<file path="src/rtl/atcs_pkg.sv">
// constants for the converter trigger, compare and status block
package atcs_pkg;
  // register map: base plus offsets, byte wide registers
  localparam logic [7:0] REG_BASE    = 8'h10;
  localparam logic [7:0] OFF_SC1     = 8'h00;
  localparam logic [7:0] OFF_SC2     = 8'h01;
  localparam logic [7:0] OFF_RESULT  = 8'h02;
  localparam logic [7:0] OFF_CMP_LVL = 8'h03;
  localparam logic [7:0] OFF_EVT_ST  = 8'h04;
  localparam logic [7:0] OFF_EVT_MSK = 8'h05;
  localparam logic [7:0] ADDR_SC1     = 8'(REG_BASE + OFF_SC1);
  localparam logic [7:0] ADDR_SC2     = 8'(REG_BASE + OFF_SC2);
  localparam logic [7:0] ADDR_RESULT  = 8'(REG_BASE + OFF_RESULT);
  localparam logic [7:0] ADDR_CMP_LVL = 8'(REG_BASE + OFF_CMP_LVL);
  localparam logic [7:0] ADDR_EVT_ST  = 8'(REG_BASE + OFF_EVT_ST);
  localparam logic [7:0] ADDR_EVT_MSK = 8'(REG_BASE + OFF_EVT_MSK);

  // bit positions inside converter_status_control_two
  localparam int BIT_ACTIVE  = 7;
  localparam int BIT_TRIG_HW = 6;
  localparam int BIT_CMP_EN  = 5;
  localparam int BIT_CMP_GE  = 4;
  localparam int BIT_EMPTY   = 3;
  localparam int BIT_FULL    = 2;

  // reset values
  localparam logic [7:0] SC1_RST     = 8'h00;
  localparam logic [7:0] SC2_RST     = 8'h08;
  localparam logic [7:0] CMP_LVL_RST = 8'h00;
  localparam logic [2:0] EVT_RST     = 3'h0;

  // event bits of the sticky status and mask registers
  localparam int EVT_DONE = 0;
  localparam int EVT_CMP  = 1;
  localparam int EVT_OVR  = 2;

  // conversion length in core clock cycles
  localparam int CONV_CYCLES = 16;
  // result queue depth
  localparam int QUEUE_DEPTH = 4;
endpackage : atcs_pkg

</file>
<file path="src/rtl/atcs_conv_seq.sv">
// conversion sequencer: timing, active flag and result capture
module atcs_conv_seq
  import atcs_pkg::*;
#(
  parameter int W      = 8,
  parameter int CYCLES = CONV_CYCLES,
  parameter int CW     = $clog2(CYCLES + 1)
) (
  input  wire logic         core_clk_i,
  input  wire logic         nrst_i,
  input  wire logic         ce_i,
  input  wire logic         start_i,
  input  wire logic         abort_i,
  input  wire logic [W-1:0] conv_data_i,
  output logic              active_o,
  output logic              done_o,
  output logic      [W-1:0] result_o
);
  typedef enum logic {
    ATCS_IDLE = 1'b0,
    ATCS_CONV = 1'b1
  } atcs_seq_e;

  typedef struct packed {
    atcs_seq_e    st;
    logic [CW-1:0] cnt;
    logic          active;
    logic          done;
    logic [W-1:0]  result;
  } atcs_seq_s;

  atcs_seq_s state_ff;
  atcs_seq_s nxt_state;

  // a start in the abort cycle restarts, so start is checked last
  always_comb begin
    nxt_state      = state_ff;
    nxt_state.done = 1'b0;
    case (state_ff.st)
      ATCS_IDLE: begin
      end
      ATCS_CONV: begin
        if (abort_i) begin
          nxt_state.st = ATCS_IDLE;
        end else if (state_ff.cnt == '0) begin
          nxt_state.st     = ATCS_IDLE;
          nxt_state.done   = 1'b1;
          nxt_state.result = conv_data_i;
        end else begin
          nxt_state.cnt = state_ff.cnt - 1'b1;
        end
      end
      default: begin
        nxt_state.st = ATCS_IDLE;
      end
    endcase
    if (start_i) begin
      nxt_state.st  = ATCS_CONV;
      nxt_state.cnt = CW'(CYCLES - 1);
    end
    nxt_state.active = (nxt_state.st == ATCS_CONV);
  end

  // sequencer register
  always_ff @(posedge core_clk_i or negedge nrst_i) begin
    if (!nrst_i) begin
      state_ff <= '0;
    end else if (ce_i) begin
      state_ff <= nxt_state;
    end
  end

  assign active_o = state_ff.active;
  assign done_o   = state_ff.done;
  assign result_o = state_ff.result;
endmodule // atcs_conv_seq

</file>
<file path="src/rtl/atcs_result_mem.sv">
// small result queue storage with registered read data
module atcs_result_mem
  import atcs_pkg::*;
#(
  parameter int W     = 8,
  parameter int DEPTH = QUEUE_DEPTH,
  parameter int AW    = (DEPTH > 1) ? $clog2(DEPTH) : 1
) (
  input  wire logic          core_clk_i,
  input  wire logic          nrst_i,
  input  wire logic          ce_i,
  input  wire logic          we_i,
  input  wire logic [AW-1:0] waddr_i,
  input  wire logic [W-1:0]  wdata_i,
  input  wire logic [AW-1:0] raddr_i,
  output logic      [W-1:0]  rdata_o
);
  typedef struct packed {
    logic [DEPTH-1:0][W-1:0] mem;
    logic [W-1:0]            q;
  } atcs_mem_s;

  atcs_mem_s state_ff;
  atcs_mem_s nxt_state;

  // write port, and read that bypasses a same-cycle write
  always_comb begin
    nxt_state = state_ff;
    if (we_i) begin
      nxt_state.mem[waddr_i] = wdata_i;
    end
    nxt_state.q = nxt_state.mem[raddr_i];
  end

  // storage register
  always_ff @(posedge core_clk_i or negedge nrst_i) begin
    if (!nrst_i) begin
      state_ff <= '0;
    end else if (ce_i) begin
      state_ff <= nxt_state;
    end
  end

  assign rdata_o = state_ff.q;
endmodule // atcs_result_mem

</file>
<file path="src/rtl/atcs_top.sv">
// converter trigger, compare and result queue status block
//
// Decided for this implementation: the address-and-strobe port.
module atcs_top
  import atcs_pkg::*;
#(
  parameter int W      = 8,
  parameter int DEPTH  = QUEUE_DEPTH,
  parameter int CYCLES = CONV_CYCLES
) (
  input  wire logic         core_clk_i,
  input  wire logic         nrst_i,
  input  wire logic         ce_i,
  input  wire logic [7:0]   addr_i,
  input  wire logic [7:0]   wdata_i,
  input  wire logic         wr_i,
  input  wire logic         rd_i,
  input  wire logic         hardware_trigger_input_i,
  input  wire logic [W-1:0] conv_data_i,
  output logic      [7:0]   rdata_o,
  output logic              irq_o,
  output logic              conv_active_o
);
  localparam int AW = (DEPTH > 1) ? $clog2(DEPTH) : 1;
  localparam int NW = $clog2(DEPTH + 1);
  localparam logic [NW-1:0] DEPTH_N = NW'(DEPTH);
  localparam logic [AW-1:0] LAST_P  = AW'(DEPTH - 1);

  typedef struct packed {
    logic [7:0]    sc1;
    logic          trig_hw;
    logic          cmp_en;
    logic          cmp_ge;
    logic [7:0]    cmp_lvl;
    logic [AW-1:0] wr_ptr;
    logic [AW-1:0] rd_ptr;
    logic [NW-1:0] count;
    logic [2:0]    evt_st;
    logic [2:0]    evt_msk;
    logic          irq;
    logic [7:0]    rdata;
    logic          hwt_s1;
    logic          hwt_s2;
    logic          hwt_s3;
    logic          start;
    logic          abort;
  } atcs_state_s;

  atcs_state_s state_ff;
  atcs_state_s nxt_state;

  logic         seq_active;
  logic         seq_done;
  logic [W-1:0] seq_result;
  logic [W-1:0] mem_q;
  logic         push;
  logic         pop;
  logic         cmp_hit;
  logic         q_empty;
  logic         q_full;
  logic         hw_edge;
  logic         wr_sc1;
  logic [7:0]   sc2_view;

  // wrap-around pointer step, works for any depth
  function automatic logic [AW-1:0] ptr_inc(input logic [AW-1:0] p);
    ptr_inc = (p == LAST_P) ? '0 : AW'(p + 1'b1);
  endfunction

  // zero-extend or trim a result to the byte bus
  function automatic logic [7:0] to_byte(input logic [W-1:0] v);
    logic [W+7:0] wide;
    wide    = {8'h00, v};
    to_byte = wide[7:0];
  endfunction

  // conversion timing lives in its own sequencer
  atcs_conv_seq #(
    .W      (W),
    .CYCLES (CYCLES)
  ) u_seq (
    .core_clk_i  (core_clk_i),
    .nrst_i      (nrst_i),
    .ce_i        (ce_i),
    .start_i     (state_ff.start),
    .abort_i     (state_ff.abort),
    .conv_data_i (conv_data_i),
    .active_o    (seq_active),
    .done_o      (seq_done),
    .result_o    (seq_result)
  );

  // result queue storage
  atcs_result_mem #(
    .W     (W),
    .DEPTH (DEPTH)
  ) u_mem (
    .core_clk_i (core_clk_i),
    .nrst_i     (nrst_i),
    .ce_i       (ce_i),
    .we_i       (push),
    .waddr_i    (state_ff.wr_ptr),
    .wdata_i    (seq_result),
    .raddr_i    (nxt_state.rd_ptr),
    .rdata_o    (mem_q)
  );

  // queue flags straight from the occupancy count
  // empty while nothing unread
  assign q_empty = (state_ff.count == '0);
  assign q_full  = (state_ff.count == DEPTH_N);

  // trigger edge from the second and third sync stages only
  assign hw_edge = state_ff.hwt_s2 & ~state_ff.hwt_s3;
  assign wr_sc1  = wr_i && (addr_i == ADDR_SC1);

  // compare against the level; the compare byte is zero-extended
  always_comb begin
    cmp_hit = 1'b1;
    if (state_ff.cmp_ge) begin
      cmp_hit = (to_byte(seq_result) >= state_ff.cmp_lvl);
    end else begin
      cmp_hit = (to_byte(seq_result) < state_ff.cmp_lvl);
    end
  end

  // a result is queued unless the enabled compare rejects it
  // compare gates storage
  assign push = seq_done && (!state_ff.cmp_en || cmp_hit);
  assign pop  = rd_i && (addr_i == ADDR_RESULT) && !q_empty;

  // status/control two as software sees it
  always_comb begin
    sc2_view              = 8'h00;
    sc2_view[BIT_ACTIVE]  = seq_active;
    sc2_view[BIT_TRIG_HW] = state_ff.trig_hw;
    sc2_view[BIT_CMP_EN]  = state_ff.cmp_en;
    sc2_view[BIT_CMP_GE]  = state_ff.cmp_ge;
    sc2_view[BIT_EMPTY]   = q_empty;
    sc2_view[BIT_FULL]    = q_full;
  end

  // whole next-state computation
  always_comb begin
    logic [2:0] evt_set;
    logic [2:0] evt_clr;
    nxt_state       = state_ff;
    evt_set         = 3'h0;
    evt_clr         = 3'h0;
    nxt_state.start = 1'b0;
    nxt_state.abort = 1'b0;
    nxt_state.rdata = 8'h00;

    // two-flop sync of the trigger pin plus an edge stage
    nxt_state.hwt_s1 = hardware_trigger_input_i;
    nxt_state.hwt_s2 = state_ff.hwt_s1;
    nxt_state.hwt_s3 = state_ff.hwt_s2;

    // register writes
    if (wr_i) begin
      case (addr_i)
        ADDR_SC1: begin
          nxt_state.sc1 = wdata_i;
        end
        ADDR_SC2: begin
          nxt_state.trig_hw = wdata_i[BIT_TRIG_HW];
          nxt_state.cmp_en  = wdata_i[BIT_CMP_EN];
          nxt_state.cmp_ge  = wdata_i[BIT_CMP_GE];
        end
        ADDR_CMP_LVL: begin
          nxt_state.cmp_lvl = wdata_i;
        end
        ADDR_EVT_ST: begin
          evt_clr = wdata_i[2:0];
        end
        ADDR_EVT_MSK: begin
          nxt_state.evt_msk = wdata_i[2:0];
        end
        default: begin
        end
      endcase
    end

    // a write to status/control one aborts a running conversion
    if (wr_sc1 && seq_active) begin
      nxt_state.abort = 1'b1;
    end
    if (!state_ff.trig_hw) begin
      nxt_state.start = wr_sc1;
    end else begin
      nxt_state.start = hw_edge;
    end

    // queue pointers and count; overwrite drops the oldest entry
    if (push) begin
      nxt_state.wr_ptr = ptr_inc(state_ff.wr_ptr);
    end
    if (pop) begin
      nxt_state.rd_ptr = ptr_inc(state_ff.rd_ptr);
    end
    if (push && q_full && !pop) begin
      nxt_state.rd_ptr = ptr_inc(state_ff.rd_ptr);
      evt_set[EVT_OVR] = 1'b1;
    end else if (push && !pop) begin
      nxt_state.count = NW'(state_ff.count + 1'b1);
    end else if (pop && !push) begin
      nxt_state.count = NW'(state_ff.count - 1'b1);
    end

    // events; a set in the clear cycle survives
    evt_set[EVT_DONE] = seq_done;
    evt_set[EVT_CMP]  = seq_done && state_ff.cmp_en && cmp_hit;
    nxt_state.evt_st  = (state_ff.evt_st & ~evt_clr) | evt_set;
    nxt_state.irq     = |(nxt_state.evt_st & nxt_state.evt_msk);

    // read data for the cycle after the strobe; unmapped reads zero
    if (rd_i) begin
      case (addr_i)
        ADDR_SC1: begin
          nxt_state.rdata = state_ff.sc1;
        end
        ADDR_SC2: begin
          nxt_state.rdata = sc2_view;
        end
        ADDR_RESULT: begin
          nxt_state.rdata = q_empty ? 8'h00 : to_byte(mem_q);
        end
        ADDR_CMP_LVL: begin
          nxt_state.rdata = state_ff.cmp_lvl;
        end
        ADDR_EVT_ST: begin
          nxt_state.rdata = {5'h00, state_ff.evt_st};
        end
        ADDR_EVT_MSK: begin
          nxt_state.rdata = {5'h00, state_ff.evt_msk};
        end
        default: begin
          nxt_state.rdata = 8'h00;
        end
      endcase
    end
  end

  // single state register; clock enable freezes everything
  always_ff @(posedge core_clk_i or negedge nrst_i) begin
    if (!nrst_i) begin
      state_ff         <= '0;
      state_ff.sc1     <= SC1_RST;
      state_ff.trig_hw <= SC2_RST[BIT_TRIG_HW];
      state_ff.cmp_en  <= SC2_RST[BIT_CMP_EN];
      state_ff.cmp_ge  <= SC2_RST[BIT_CMP_GE];
      state_ff.cmp_lvl <= CMP_LVL_RST;
      state_ff.evt_st  <= EVT_RST;
      state_ff.evt_msk <= EVT_RST;
    end else if (ce_i) begin
      state_ff <= nxt_state;
    end
  end

  // outputs come from flops
  assign rdata_o       = state_ff.rdata;
  assign irq_o         = state_ff.irq;
  assign conv_active_o = seq_active;
endmodule // atcs_top
</file>
<file path="config.mk">
export PLATFORM = sky130hd
export DESIGN_NAME = atcs_top
export DESIGN_NICKNAME = d
export VERILOG_FILES = /design/src/rtl/atcs_pkg.sv /design/src/rtl/atcs_conv_seq.sv /design/src/rtl/atcs_result_mem.sv /design/src/rtl/atcs_top.sv
export SDC_FILE = /design/constraint.sdc
export NUM_CORES = 1
export LEC_CHECK = 0
export BUFFER_PORTS_ARGS = -buffer_cell sky130_fd_sc_hd__buf_2
export CAP_MARGIN = 10
export CORE_MARGIN = 2
export CORE_UTILIZATION = 60
export DETAILED_ROUTE_END_ITERATION = 8
export PLACE_DENSITY = 0.82
export SLEW_MARGIN = 20
export SYNTH_ARGS = -nofsm -noshare
export SYNTH_HDL_FRONTEND = slang
export SYNTH_SLANG_ARGS = --single-unit
</file>
<file path="constraint.sdc">
create_clock -name core_clk_i -period 4 [get_ports core_clk_i]
set_input_delay 0 -clock core_clk_i [delete_from_list [all_inputs] [get_ports core_clk_i]]
set_output_delay 0 -clock core_clk_i [all_outputs]
set_load 0.01 [all_outputs]
</file>
# Word level (Yosys, flattened, before mapping)
# Cells that the tools add are included.
# W data, S select, Z words.
# totals
wordCells	116
reg_bits	101
mem_count	0
mem_bits_rw	0
input_bits	30
rom_bits	0
latchBits	0
output_inout_bits	10
# classes
addsub	5
reduce_logical	29
magnitude_cmp	5
mul	0
shift	0
muxes	32
div	0
bitwise	8
n_eq_ne	11
# ops
cell	count
$eq A8 B5 Y1 const B	6
$pmux W8 S6	1
$bwmux W32	1
$mux W32	1
$mux W8	4
$mux W9	3
$mux W3	6
$bmux W8 S2	1
$demux W8 S2	1
$logic_and A1 B1 Y1	12
$mux W6	2
$reduce_and A3 Y1	4
$mux W5	2
$ge A8 B8 Y1	1
$lt A8 B8 Y1	1
$mux W2	4
$reduce_and A4 Y1	2
$and A3 B3 Y3	2
$lt A2 B3 Y1 const B	2
$mux W1	6
$logic_not A5 Y1	1
$sub A5 B1 Y5 const B	1
$add A2 B1 Y2 const B	2
$eq A2 B2 Y1 const B	2
other kinds (16)	22

# Longest topological paths before layout
# Gate-level depths: netlist of the first run.
# logic_depth
word_depth	10
mapped_depth	16
mapped_depth_nobuf	15

# Modules after synthesis
# From an unflattened synthesis of the first run, not the netlist that was laid out.
# unflattened
cells_unflattened	487
area_unflattened_um2	5495.3
# modules_own_cells
mod	seq_area_each_um2	area_each_um2	n_inst	cells_each
atcs_top	1151.1	2688.8	1	252
atcs_result_mem	1001.0	2011.9	1	166
atcs_conv_seq	375.4	794.5	1	69

# Worst setup path before layout of the first run
# No wires, ideal clock.
# synth_timing
kind	register to register
start	register u_seq.state_ff, in the netlist u_seq.result_o[5]
end	register state_ff[21] (netlist bit)
required_time_ns	3.875
path_slack_ns	1.194
arrival_ns	2.681
synth_period_minus_slack_ns	2.806
path_buffers	1
setup_ns	0.125
path_stages_with_launch	14
path_cell_list	dfrtp_1 -> ha_1 -> a21oi_1 -> nor2_1 -> a211oi_2 -> and3b_2 -> nor2_4 -> a21oi_4 -> inv_2 -> buf_6 -> ha_1 -> inv_1 -> fa_1 -> mux2_2
# synth_via
elab_chain_len	8
elab_cells_between_ends	14
classes_between	order compare (2); mux (2); bitwise (1); reduce/logical (9)
# synth_lines
item	line	rtl
start: declaration	atcs_conv_seq.sv:32	atcs_seq_s state_ff;
start signal: assignment	atcs_conv_seq.sv:69	state_ff <= nxt_state;
$lt A8 B8 Y1 / $ge A8 B8 Y1 (equally long branches)	atcs_top.sv:123, atcs_top.sv:121	
$mux W1 (*)	atcs_top.sv:120	if (state_ff.cmp_ge) begin
$logic_or A1 B1 Y1 (*)	atcs_top.sv:129	assign push = seq_done && (!state_ff.cmp_en || cmp_hit);
$logic_and A1 B1 Y1 (*)	atcs_top.sv:129	
$logic_not A1 Y1 / $logic_and A1 B1 Y1 (equally long branches)	atcs_top.sv:206, atcs_top.sv:201	
$logic_and A1 B1 Y1, on equally long branches	atcs_top.sv:206, atcs_top.sv:201	
$reduce_bool A2 Y1 (no line) / $not A1 Y1 (equally long branches)	--	
$reduce_and A3 Y1 (no line)	--	
end signal: assignment	atcs_top.sv:256	state_ff <= nxt_state;
end: declaration	atcs_top.sv:49	atcs_state_s state_ff;
# Mark *: on every way between the ends. The rest lies on a longest branch, timed or not.
# A chain may end at the register's enable or synchronous reset.

# Worst setup path in the final report of the first run
# layout_timing
start	register u_seq.state_ff, in the netlist u_seq.result_o[1]
end	register u_mem.state_ff, in the netlist u_mem.rdata_o[0]
# layout_via
elab_chain_len	9
elab_cells_between_ends	11
classes_between	order compare (2); mux (5); reduce/logical (4)
# layout_lines
item	line	rtl
$lt A8 B8 Y1 / $ge A8 B8 Y1 (equally long branches)	atcs_top.sv:123, atcs_top.sv:121	
$mux W1 (*)	atcs_top.sv:120	
$logic_or A1 B1 Y1 (*)	atcs_top.sv:129	
$logic_and A1 B1 Y1 (*)	atcs_top.sv:129	
$logic_and A1 B1 Y1 (2 in a row)	atcs_top.sv:201	if (push && q_full && !pop) begin
$mux W2	atcs_top.sv:201	
$bmux W8 S2 (*)	atcs_result_mem.sv:32	nxt_state.q = nxt_state.mem[raddr_i];
$mux W8 (not written as such) (*)	atcs_result_mem.sv:32	
end signal: assignment	atcs_result_mem.sv:40	state_ff <= nxt_state;
end: declaration	atcs_result_mem.sv:23	atcs_mem_s state_ff;
# Mark *: on every way between the ends. The rest lies on a longest branch, timed or not. The select of a mux whose other input is x is not followed.

==> results of run 1 <==
## how the worst min path moves through the flow
stage | startpoint | to | slack (ps) | cells after the start
floorplan | nrst_i | irq_o | -300 | 0
global placement | nrst_i | state_ff[42] | 70 | 1
detailed placement | nrst_i | rdata_o[4] | 70 | 1
CTS | rd_i | rdata_o[7] | 3 | 3
global route | rd_i | rdata_o[7] | 20 | 3
finish | rd_i | rdata_o[7] | 20 | 3
## routing by layer
metal  up-vias  wire, um
li1       1824         -
met1      1879      4970
met2       140      5490
met3        17       693
met4         0       225
met5         -         0
## what timing repair did
| item | CTS | global route |
|---|---|---|
| endpoints found under the setup margin | 0 | 0 |
| hold buffers | 18 | 0 |
| hold endpoints to repair | 84 | 0 |
## registers in the layout, summed over array words and instances (netlist names)
| register | count |
|---|---|
| nxt_state | 2 |
| u_seq.done_o | 1 |
| u_seq.state_ff | 6 |
| rdata_o | 8 |
| u_mem.state_ff | 32 |
| state_ff | 32 |
| sc2_view | 3 |
| irq_o | 1 |
| u_mem.rdata_o | 8 |
| u_seq.result_o | 8 |
## power by group through the flow
stage	clock network [W]	logic, W	registers (W)
after floorplan	0	0.000588	0.00130
after global placement	0	0.000721	0.00136
after detailed placement	0	0.000747	0.00137
after CTS	0.000632	0.000767	0.00135
after global routing	0.000679	0.000859	0.00137
final	0.000624	0.000768	0.00135
## cells by family (layout without fill, tap and decap cells)
family	Yosys count	in the layout	synth area share (%)
AOI/OAI and AO/OA	116	116	17.2
xor gates and xnor gates	3	3	0.503
and+or+nand+nor	106	106	10.3
DFF	101	101	48.3
buffers and inverters	61	115	5.12
adders and majority gates	16	16	3.97
muxes	68	68	14.6
## through the flow
step | hold WS (ps) | util, % | total power [W] | worst slack, ps | std cells
6_report | 17.6 | 67.8 | 0.00274 | 805 | 633
5_1_grt | 16.0 | 67.8 | 0.00291 | 596 | 633
3_5_place_dp | 73.0 | 63.5 | 0.00211 | 925 | 599
4_1_cts | 2.58 | 67.8 | 0.00275 | 873 | 633
2_1_floorplan | -296 | - | 0.00189 | 1190 | 471
3_3_place_gp | 67.6 | 63.5 | 0.00208 | 1020 | 599
## critical path, stage by stage (launching register included)
cell,delay (ps)
dfrtp_1,470
ha_1,320
nor2b_1,130
o211ai_1,100
a31oi_1,150
and3b_2,250
nor2_4,190
a21oi_4,90
inv_2,210
a21o_2,210
o211ai_1,290
o221a_1,360
a222oi_1,220
nand2_1,90
## placed cells by master, fill, tap and decap left out, types with 6 or more instances in the layout
cell type / count
a21o_1: 6
dfrtp_1: 101
buf_2: 38
clkbuf_8: 9
nand2_1: 34
mux2_2: 59
o221ai_1: 21
nand3_1: 6
nor3_1: 8
nor2_1: 31
dlygate4sd3_1: 18
a221oi_1: 7
ha_1: 15
o2bb2ai_1: 8
a21oi_1: 24
inv_1: 37
o21ai_0: 12
## cell type report
class	count	share of cell area (%)
clock buffers	9	2.13
clock inverters	7	1.10
inverters	40	2.58
well taps	108	2.32
multi-input cells	309	41.8
repair buffers	59	6.74
flip-flops and latches	101	43.4
==> impl_metrics.csv, run 1 <==
group,metric,value,unit
die,initial_core_util,60.8,%
power,internal-power,0.00174,W
timing,setup_viol,0,
die,die_area,9480,um^2
global_route,grt_pass1_wl,18.8,mm
global_route,antenna_found_initial,0,
global_route,grt_max_degree,54,
placement,place.port_buffers,39,
die,die_h,97.4,um
routing,wl,11.4,mm
outcome,outcome,"complete, no violations",
timing,fmax,313,MHz
timing,tns,0,ps
synthesis,yosysUniqueCellTypes,67,
setup_path,r2r_cells,13,
layout,antenna_cells,0,
global_route,met1_usage,32.7,%
synthesis,yosysMostFrequentCell,"dfrtp_1",
hold_path,hp-class,"input pin to flop",
layout,fillCellCount,663,
setup_path,crit_arrival,3450,ps
layout,regArea,2530,um^2
power,pwr-share-comb,28.0,%
layout,area_growth,11.4,%
synthesis,synth.top_cells.by_count,"dfrtp_1 (101), mux2_2 (59), inv_1 (37), nand2_1 (34), nor2_1 (31)",
synthesis,synth_top_area_share,48.3,%
global_route,top_usage_layer,"met2",
placement,gp_congestion,0.949,
die,fp.coreArea,8590,um^2
clock_tree,cts_tree,"built",
timing,slew_headroom,52.6,%
global_route,met2_usage,41.1,%
routing,via_per_inst,6.10,
synthesis,yosysWarnings,0,
routing,drcViolationCount,0,
die,die_w,97.4,um
setup_path,endpoint,"u_mem.rdata_o[0]",
power,pwr-share-clk,22.8,%
layout,final_design_area_no_fill,5830,um^2
setup_path,critPathMaxFanout,11,
clock_tree,cts_setup_buffers,0,
timing,hold_violations,0,
synthesis,synthTopCellsByArea,"dfrtp_1 (48%), mux2_2 (13%), ha_1 (3.6%)",
layout,drive_gt1_share,26.9,%
synthesis,ys_seq_elements,101,
clock_tree,clkSinkCount,101,
setup_path,r2r-end,"u_mem.rdata_o[0]",
synthesis,syn_area,5230,um^2
timing,rsz0062_at_grt,"no",
synthesis,synth_top_cell_by_area,"dfrtp_1",
power,p_sw_share,36.6,%
power,p_sw,0.00100,W
setup_path,start_kind,"flop",
clock_tree,cts.repair.resized,0,
timing,worstMarginPinSlew,711,ps
routing,drtAntennaViolNets,0,
timing,fin_crit,3190,ps
global_route,gr-total-overflow,0,
clock_tree,clock_latency,370,ps
synthesis,synthCells,471,
setup_path,critPathKind,"flop to flop",
placement,detailedPlacementHpwl,8.04,mm
synthesis,synth_nets,517,
power,peakVddDrop,0.301,mV
synthesis,synth-async-reset-ratio,100,%
power,pwr-share-seq,49.2,%
synthesis,syn_area_per_cell,11.1,um^2
setup_path,critical_path_required,4250,ps
power,power.density,470,nW/um^2
layout,fin_nets,566,
routing,detail_route.wl_per_cell,18.0,um
routing,drt_pass1_iterations,7,
placement,place_area,5460,um^2
setup_path,worst-r2r-setup-slack,810,ps
clock_tree,numCtsBuffers,9,
routing,drt_iter0_markers,199,
global_route,use_met3,5.68,%
timing,fin_worst_skew,14.4,ps
power,p_leak,2.79,nW
synthesis,ys.flop_type,"dfrtp_1",
global_route,grt_pass1_vias,3878,
layout,multi_input_area,2430,um^2
setup_path,timing.rr.start,"u_seq.result_o[1]",
global_route,grtUsageTotal,24.9,%
clock_tree,cts_max_level,3,
clock_tree,cts_buffer_depth,2,
timing,slew_violations,0,
timing,final.period_utilization,79.9,%
clock_tree,cts_root_buf,"clkbuf_8",
synthesis,synth-seq-area-share,48.3,%
die,row_count,34,
routing,vias,3860,
die,ioPinCount,40,
flow_run,cap_violations,0,
synthesis,synth_edf_count,0,
setup_path,cp-startpoint,"u_seq.result_o[1]",
clock_tree,clkTransAtPathRegs,110,ps
setup_path,end_kind,"flop",
Power figures use the tool's default switching activity.
==> run 2: changes to the inputs <==
Settings changed: ABC_AREA set to 1, CORE_UTILIZATION 60 to 55, PLACE_DENSITY 0.82 to 0.79.
Clock period 4 ns to 2.8 ns, I/O delays scaled along.
==> run 2 against run 1 <==
Power is 77% higher. Sequential share of layout area is 4.0 points lower. Largest cell class is now multi-input combinational cells. Non-clock buffer count grew 6. Combinational power up 130%. Largest power group unchanged. Area after synthesis up 9.9%.
==> impl_metrics.csv, run 2 <==
group,metric,value,unit
global_route,grt_pass1_wl,24.0,mm
synthesis,synthTopCellsByArea,"dfrtp_1 (44%), nand2_1 (12%), o21ai_0 (6.9%)",
timing,worstMarginPinSlew,676,ps
setup_path,critical_path_required,3100,ps
placement,post-place-ws,132,ps
global_route,grt_pass1_vias,5051,
routing,detail_route.wl_per_cell,15.4,um
layout,fillCellCount,861,
routing,drcViolationCount,0,
placement,dp_cells,898,
layout,largestRegisters,"state_ff x32, u_mem.state_ff x32",
clock_tree,clkTransAtPathRegs,90,ps
timing,hold_violations,0,
routing,drt_pass1_iterations,5,
layout,final_common_cell,"nand2_1",
clock_tree,cts_max_level,3,
outcome,outcome,"complete, no violations",
power,power,0.00485,W
clock_tree,clock_latency,380,ps
setup_path,start_kind,"flop",
placement,place_area,6010,um^2
clock_tree,cts_root_buf,"clkbuf_8",
layout,multi_input_area,2680,um^2
global_route,gr-total-overflow,0,
synthesis,synth_top_area_share,44.0,%
layout,final_core_util,62.7,%
clock_tree,clkSinkCount,101,
synthesis,synth-async-reset-ratio,100,%
placement,gp_congestion,0.887,
die,initial_core_util,56.2,%
timing,fin_worst_skew,6.43,ps
power,p_leak,3.08,nW
synthesis,yosysMostFrequentCell,"nand2_1",
global_route,grtUsageTotal,26.9,%
timing,fmax,377,MHz
layout,fin_nets,837,
synthesis,synth.top_cells.by_count,"nand2_1 (187), dfrtp_1 (101), inv_1 (94), o21ai_0 (79), nor2_1 (57)",
synthesis,synthCells,751,
timing,setup_viol,0,
layout,final_design_area_no_fill,6420,um^2
synthesis,yosysUniqueCellTypes,41,
clock_tree,numCtsBuffers,9,
synthesis,synth-seq-area-share,44.0,%
layout,antenna_cells,0,
routing,drtAntennaViolNets,0,
die,fp.coreArea,10200,um^2
synthesis,syn_area,5750,um^2
layout,area_growth,11.6,%
layout,drive_gt1_share,12.4,%
synthesis,ys.flop_type,"dfrtp_1",
clock_tree,cts_setup_buffers,0,
synthesis,yosysWarnings,0,
clock_tree,cts_tree,"built",
hold_path,hp-class,"input pin to flop",
timing,worst_slack,145,ps
routing,drt_iter0_markers,354,
routing,wl,14.3,mm
power,power.density,755,nW/um^2
synthesis,synth_edf_count,0,
flow_run,cap_violations,0,
die,die_area,11300,um^2
synthesis,synth_nets,797,
timing,slew_violations,0,
die,die_w,106,um
synthesis,syn_area_per_cell,7.65,um^2
synthesis,synth_top_cell_by_area,"dfrtp_1",
routing,via_per_inst,5.56,
placement,detailedPlacementHpwl,9.96,mm
die,ioPinCount,40,
layout,regArea,2530,um^2
setup_path,crit_arrival,2960,ps
power,peakVddDrop,0.476,mV
placement,place.port_buffers,39,
global_route,grt_max_degree,102,
setup_path,critPathKind,"flop to flop",
clock_tree,cts_buffer_depth,2,
setup_path,critPathMaxFanout,3,
timing,final.period_utilization,94.8,%
timing,fin_crit,2650,ps
layout,final_cell_mix,"nand2_1 (187), dfrtp_1 (101), inv_1 (94)",
global_route,antenna_found_initial,0,
routing,vias,5186,
die,die_h,106,um
die,row_count,37,
setup_path,end_kind,"flop",
synthesis,ys_seq_elements,101,
layout,instances_no_fill,932,
timing,slew_headroom,54.6,%
## run 2: changes by cell type after synthesis, moves of 13 or more
cell,previous run,this run
nand2_1,34,187
nor2_1,31,57
mux2_2,59,8
o21ai_1,3,26
a21oi_1,24,37
inv_1,37,94
nand3_1,6,45
o21ai_0,12,79
o221ai_1,21,1
## run 2: through the flow
stage / hold WS [ps] / setup TNS [ps]
floorplan: -296 / 0
global placement: 106 / 0
detailed placement: 111 / 0
CTS: 9.70 / 0
global route: 60.5 / -6.25
finish: 31.6 / 0
## run 2: worst paths after layout
path | startpoint | endpoint | slack [ps] | cells after the start
worst min register to register | state_ff[40] | state_ff[40] | 490 | 2
worst max register to register | state_ff[32] | state_ff[22] | 150 | 15
worst max-delay path | state_ff[32] | state_ff[22] | 150 | 15
min in group asynchronous | nrst_i | state_ff[2] | 190 | 3
worst min-delay path | ce_i | state_ff[17] | 30 | 3
max in group asynchronous | nrst_i | state_ff[22] | 2150 | 3
## run 2: cell type report
class                      count  share of cell area, %
multi-input combinational    519                   41.7
sequential                   101                   39.4
timing repair buffer          65                   7.22
inverter                      95                   5.56
clock buffer                  14                   2.85
tap                          136                   2.65
clock inverter                 2                  0.605
## run 2: layer usage
layer  up-vias  track usage [%]  share of wire [%]
li1       2519                -                  -
met1      2458             35.1                 43
met2       185             45.1                 49
met3        24             4.66                6.7
met4         0             9.49                1.8
met5         -                0                  0
## run 2: worst max-delay path, stage by stage (launching register included)
cell and delay [ps]:
dfrtp_1 370, inv_1 50, ha_1 320, a21oi_2 140, nor2_1 60, nor2_2 120
nand2_1 70, nand2_1 70, nand2_2 90, a21oi_4 140, ha_1 160, inv_1 80
fa_2 350, or2_2 310, nand3_1 100, xor2_1 150
## run 2: logic make-up after synthesis
family	after synthesis	synth area share, %
buffers and inverters	131	9.54
XOR/XNOR	2	0.305
flip-flops	101	44.0
AO/OA/AOI/OAI	175	16.7
adder cells (fa/ha/maj)	16	3.61
AND/OR/NAND/NOR	318	24.3
multiplexers	8	1.57
## run 2: power by group
group	switching, W	internal, W	leakage, nW
sequential	0.000253	0.00180	1.25
clock	0.000503	0.000514	0.113
combinational	0.00115	0.000634	1.71
total	0.00190	0.00294	3.08
## run 2: what timing repair did
item	CTS	global route
gates resized for setup	0	2
endpoints found under the hold margin	132	0
setup endpoints to repair	0	1
hold buffers	18	0
==> run 3: changes to the inputs <==
Settings changed: CORE_UTILIZATION 55 to 61, PLACE_DENSITY 0.79 to 0.82.
Clock period 2.8 ns to 2.7 ns, I/O delays scaled along.
==> run 3 against run 2 <==
Clock skew is 1.7 ps higher. Utilization grew 7.5 points. Worst hold slack better by 31 ps. Combinational power rose by 13%. Global-route usage increased by 2.5 points. Flip-flop and latch count unchanged. Critical endpoint unchanged. Highest routed layer unchanged.
==> impl_metrics.csv, run 3 (synthesis results as in run 2) <==
group,metric,value,unit
layout,final_cell_mix,"nand2_1 (184), dfrtp_1 (99), inv_1 (92)",
layout,fillCellCount,711,
hold_path,hp-class,"input pin to flop",
setup_path,critPathKind,"flop to flop",
hold_path,hold_path.startpoint,"ce_i",
setup_path,end_kind,"flop",
die,row_count,35,
setup_path,r2r-end,"state_ff[22]",
setup_path,r2r_cells,13,
routing,detail_route.wl_per_cell,15.6,um
die,die_w,101,um
timing,hold_violations,0,
power,power,0.00506,W
layout,final_design_area_no_fill,6460,um^2
global_route,gr-total-overflow,0,
setup_path,critPathMaxFanout,3,
global_route,grt_max_degree,66,
clock_tree,cts_buffer_depth,2,
routing,drt_iter0_markers,384,
layout,fin_nets,847,
layout,drive_gt1_share,14.9,%
placement,place.port_buffers,39,
power,p_leak,3.11,nW
timing,fin_crit,2620,ps
hold_path,hold_path_end,"state_ff[17]",
routing,wl,14.3,mm
outcome,outcome,"complete, no violations",
global_route,grt_pass1_vias,5218,
die,ioPinCount,40,
setup_path,worst-r2r-setup-slack,80,ps
setup_path,critical_path_required,3000,ps
routing,via_per_inst,5.80,
layout,largestRegisters,"state_ff x32, u_mem.state_ff x32",
flow_run,cap_violations,0,
timing,tns,0,ps
die,die_h,101,um
die,fp.coreArea,9200,um^2
placement,place_area,6010,um^2
timing,fin_worst_skew,8.15,ps
timing,setup_viol,0,
clock_tree,numCtsBuffers,9,
global_route,grt_pass1_wl,23.9,mm
hold_path,worstHoldPathCells,3,
timing,fmax,381,MHz
die,initial_core_util,62.5,%
setup_path,start_kind,"flop",
global_route,grtUsageTotal,29.4,%
power,peakVddDrop,0.410,mV
routing,drtAntennaViolNets,0,
setup_path,crit_arrival,2920,ps
timing,slew_headroom,53.6,%
routing,drt_pass1_iterations,5,
clock_tree,clkTransAtPathRegs,100,ps
clock_tree,cts_root_buf,"clkbuf_8",
clock_tree,clkSinkCount,101,
clock_tree,clock_latency,370,ps
timing,slew_violations,0,
layout,area_growth,12.4,%
clock_tree,cts_max_level,3,
setup_path,timing.rr.start,"u_seq.result_o[7]",
setup_path,cp-startpoint,"u_seq.result_o[7]",
layout,final_common_cell,"nand2_1",
layout,antenna_cells,0,
routing,vias,5317,
power,power.density,783,nW/um^2
timing,final.period_utilization,97.2,%
routing,drcViolationCount,0,
die,die_area,10200,um^2
placement,detailedPlacementHpwl,10.1,mm
timing,worstMarginPinSlew,696,ps
placement,gp_congestion,0.873,
clock_tree,cts_tree,"built",
timing,rsz0062_at_grt,"yes",
global_route,antenna_found_initial,0,
## run 3: cell count changes in the layout (fill, tap and decap cells not counted), sizes merged
cell,before,now
buf,47,57
clkbuf,14,10
clkinv,1,4
bufinv,1,0
clkinvlp,0,1
inv,95,96
## run 3: final cells by class
cell class | instances | area [um^2] | share of cell area (%)
clock inverters | 6 | 47.5 | 0.736
inverters | 95 | 357 | 5.52
flip-flops and latches | 101 | 2530 | 39.2
clock buffers | 10 | 138 | 2.13
multi-input cells | 519 | 2710 | 42.0
repair buffers | 75 | 538 | 8.33
well taps | 111 | 139 | 2.15
## run 3: through the flow
| step | utilization [%] | instances | hold WS, ps | setup slack [ps] |
|---|---|---|---|---|
| finish | 70.3 | 917 | 62.4 | 76.4 |
| global route | 70.3 | 917 | 58.6 | -49.3 |
| CTS | 69.4 | 912 | 41.9 | 0.603 |
| detailed placement | 65.3 | 877 | 87.4 | -4.77 |
| global placement | 65.3 | 877 | 86.2 | 192 |
| floorplan | - | 751 | -296 | 3.00 |
## run 3: power breakdown
part           internal [W]  switching, W
logic              0.000735       0.00128
registers           0.00186      0.000246
clock network      0.000368      0.000562
## run 3: critical path, cell delays in order, from the launching register on
cell	delay, ps
dfrtp_1	400
ha_1	320
a21o_1	200
nor2_2	100
nand2_1	80
nand2_2	80
nand2_4	80
a21oi_4	130
ha_2	180
inv_1	70
fa_2	340
or2_2	300
nand3_1	100
xor2_1	160
## run 3: how the worst max path moves through the flow
stage	end	slack, ps
after floorplan	state_ff[22]	3
after global placement	state_ff[22]	190
after detailed placement	state_ff[22]	-5
after CTS	state_ff[22]	0.6
after global routing	state_ff[22]	-50
final	state_ff[22]	80
## run 3: timing repair
action,4_1_cts,5_1_grt
hold buffers,18,0
endpoints found under the hold margin,83,0
endpoints found under the setup margin,1,7
pin swaps,0,7
resized for setup,0,13
setup buffers,1,5
## run 3: routing by layer
layer  GRT usage (%)  vias to the layer above  share of wire, %
met2            48.7                      233                48
li1                -                     2539                 -
met4            10.1                        0               2.6
met1            39.0                     2508                42
met5               0                        -                 0
met3            5.41                       37               6.8
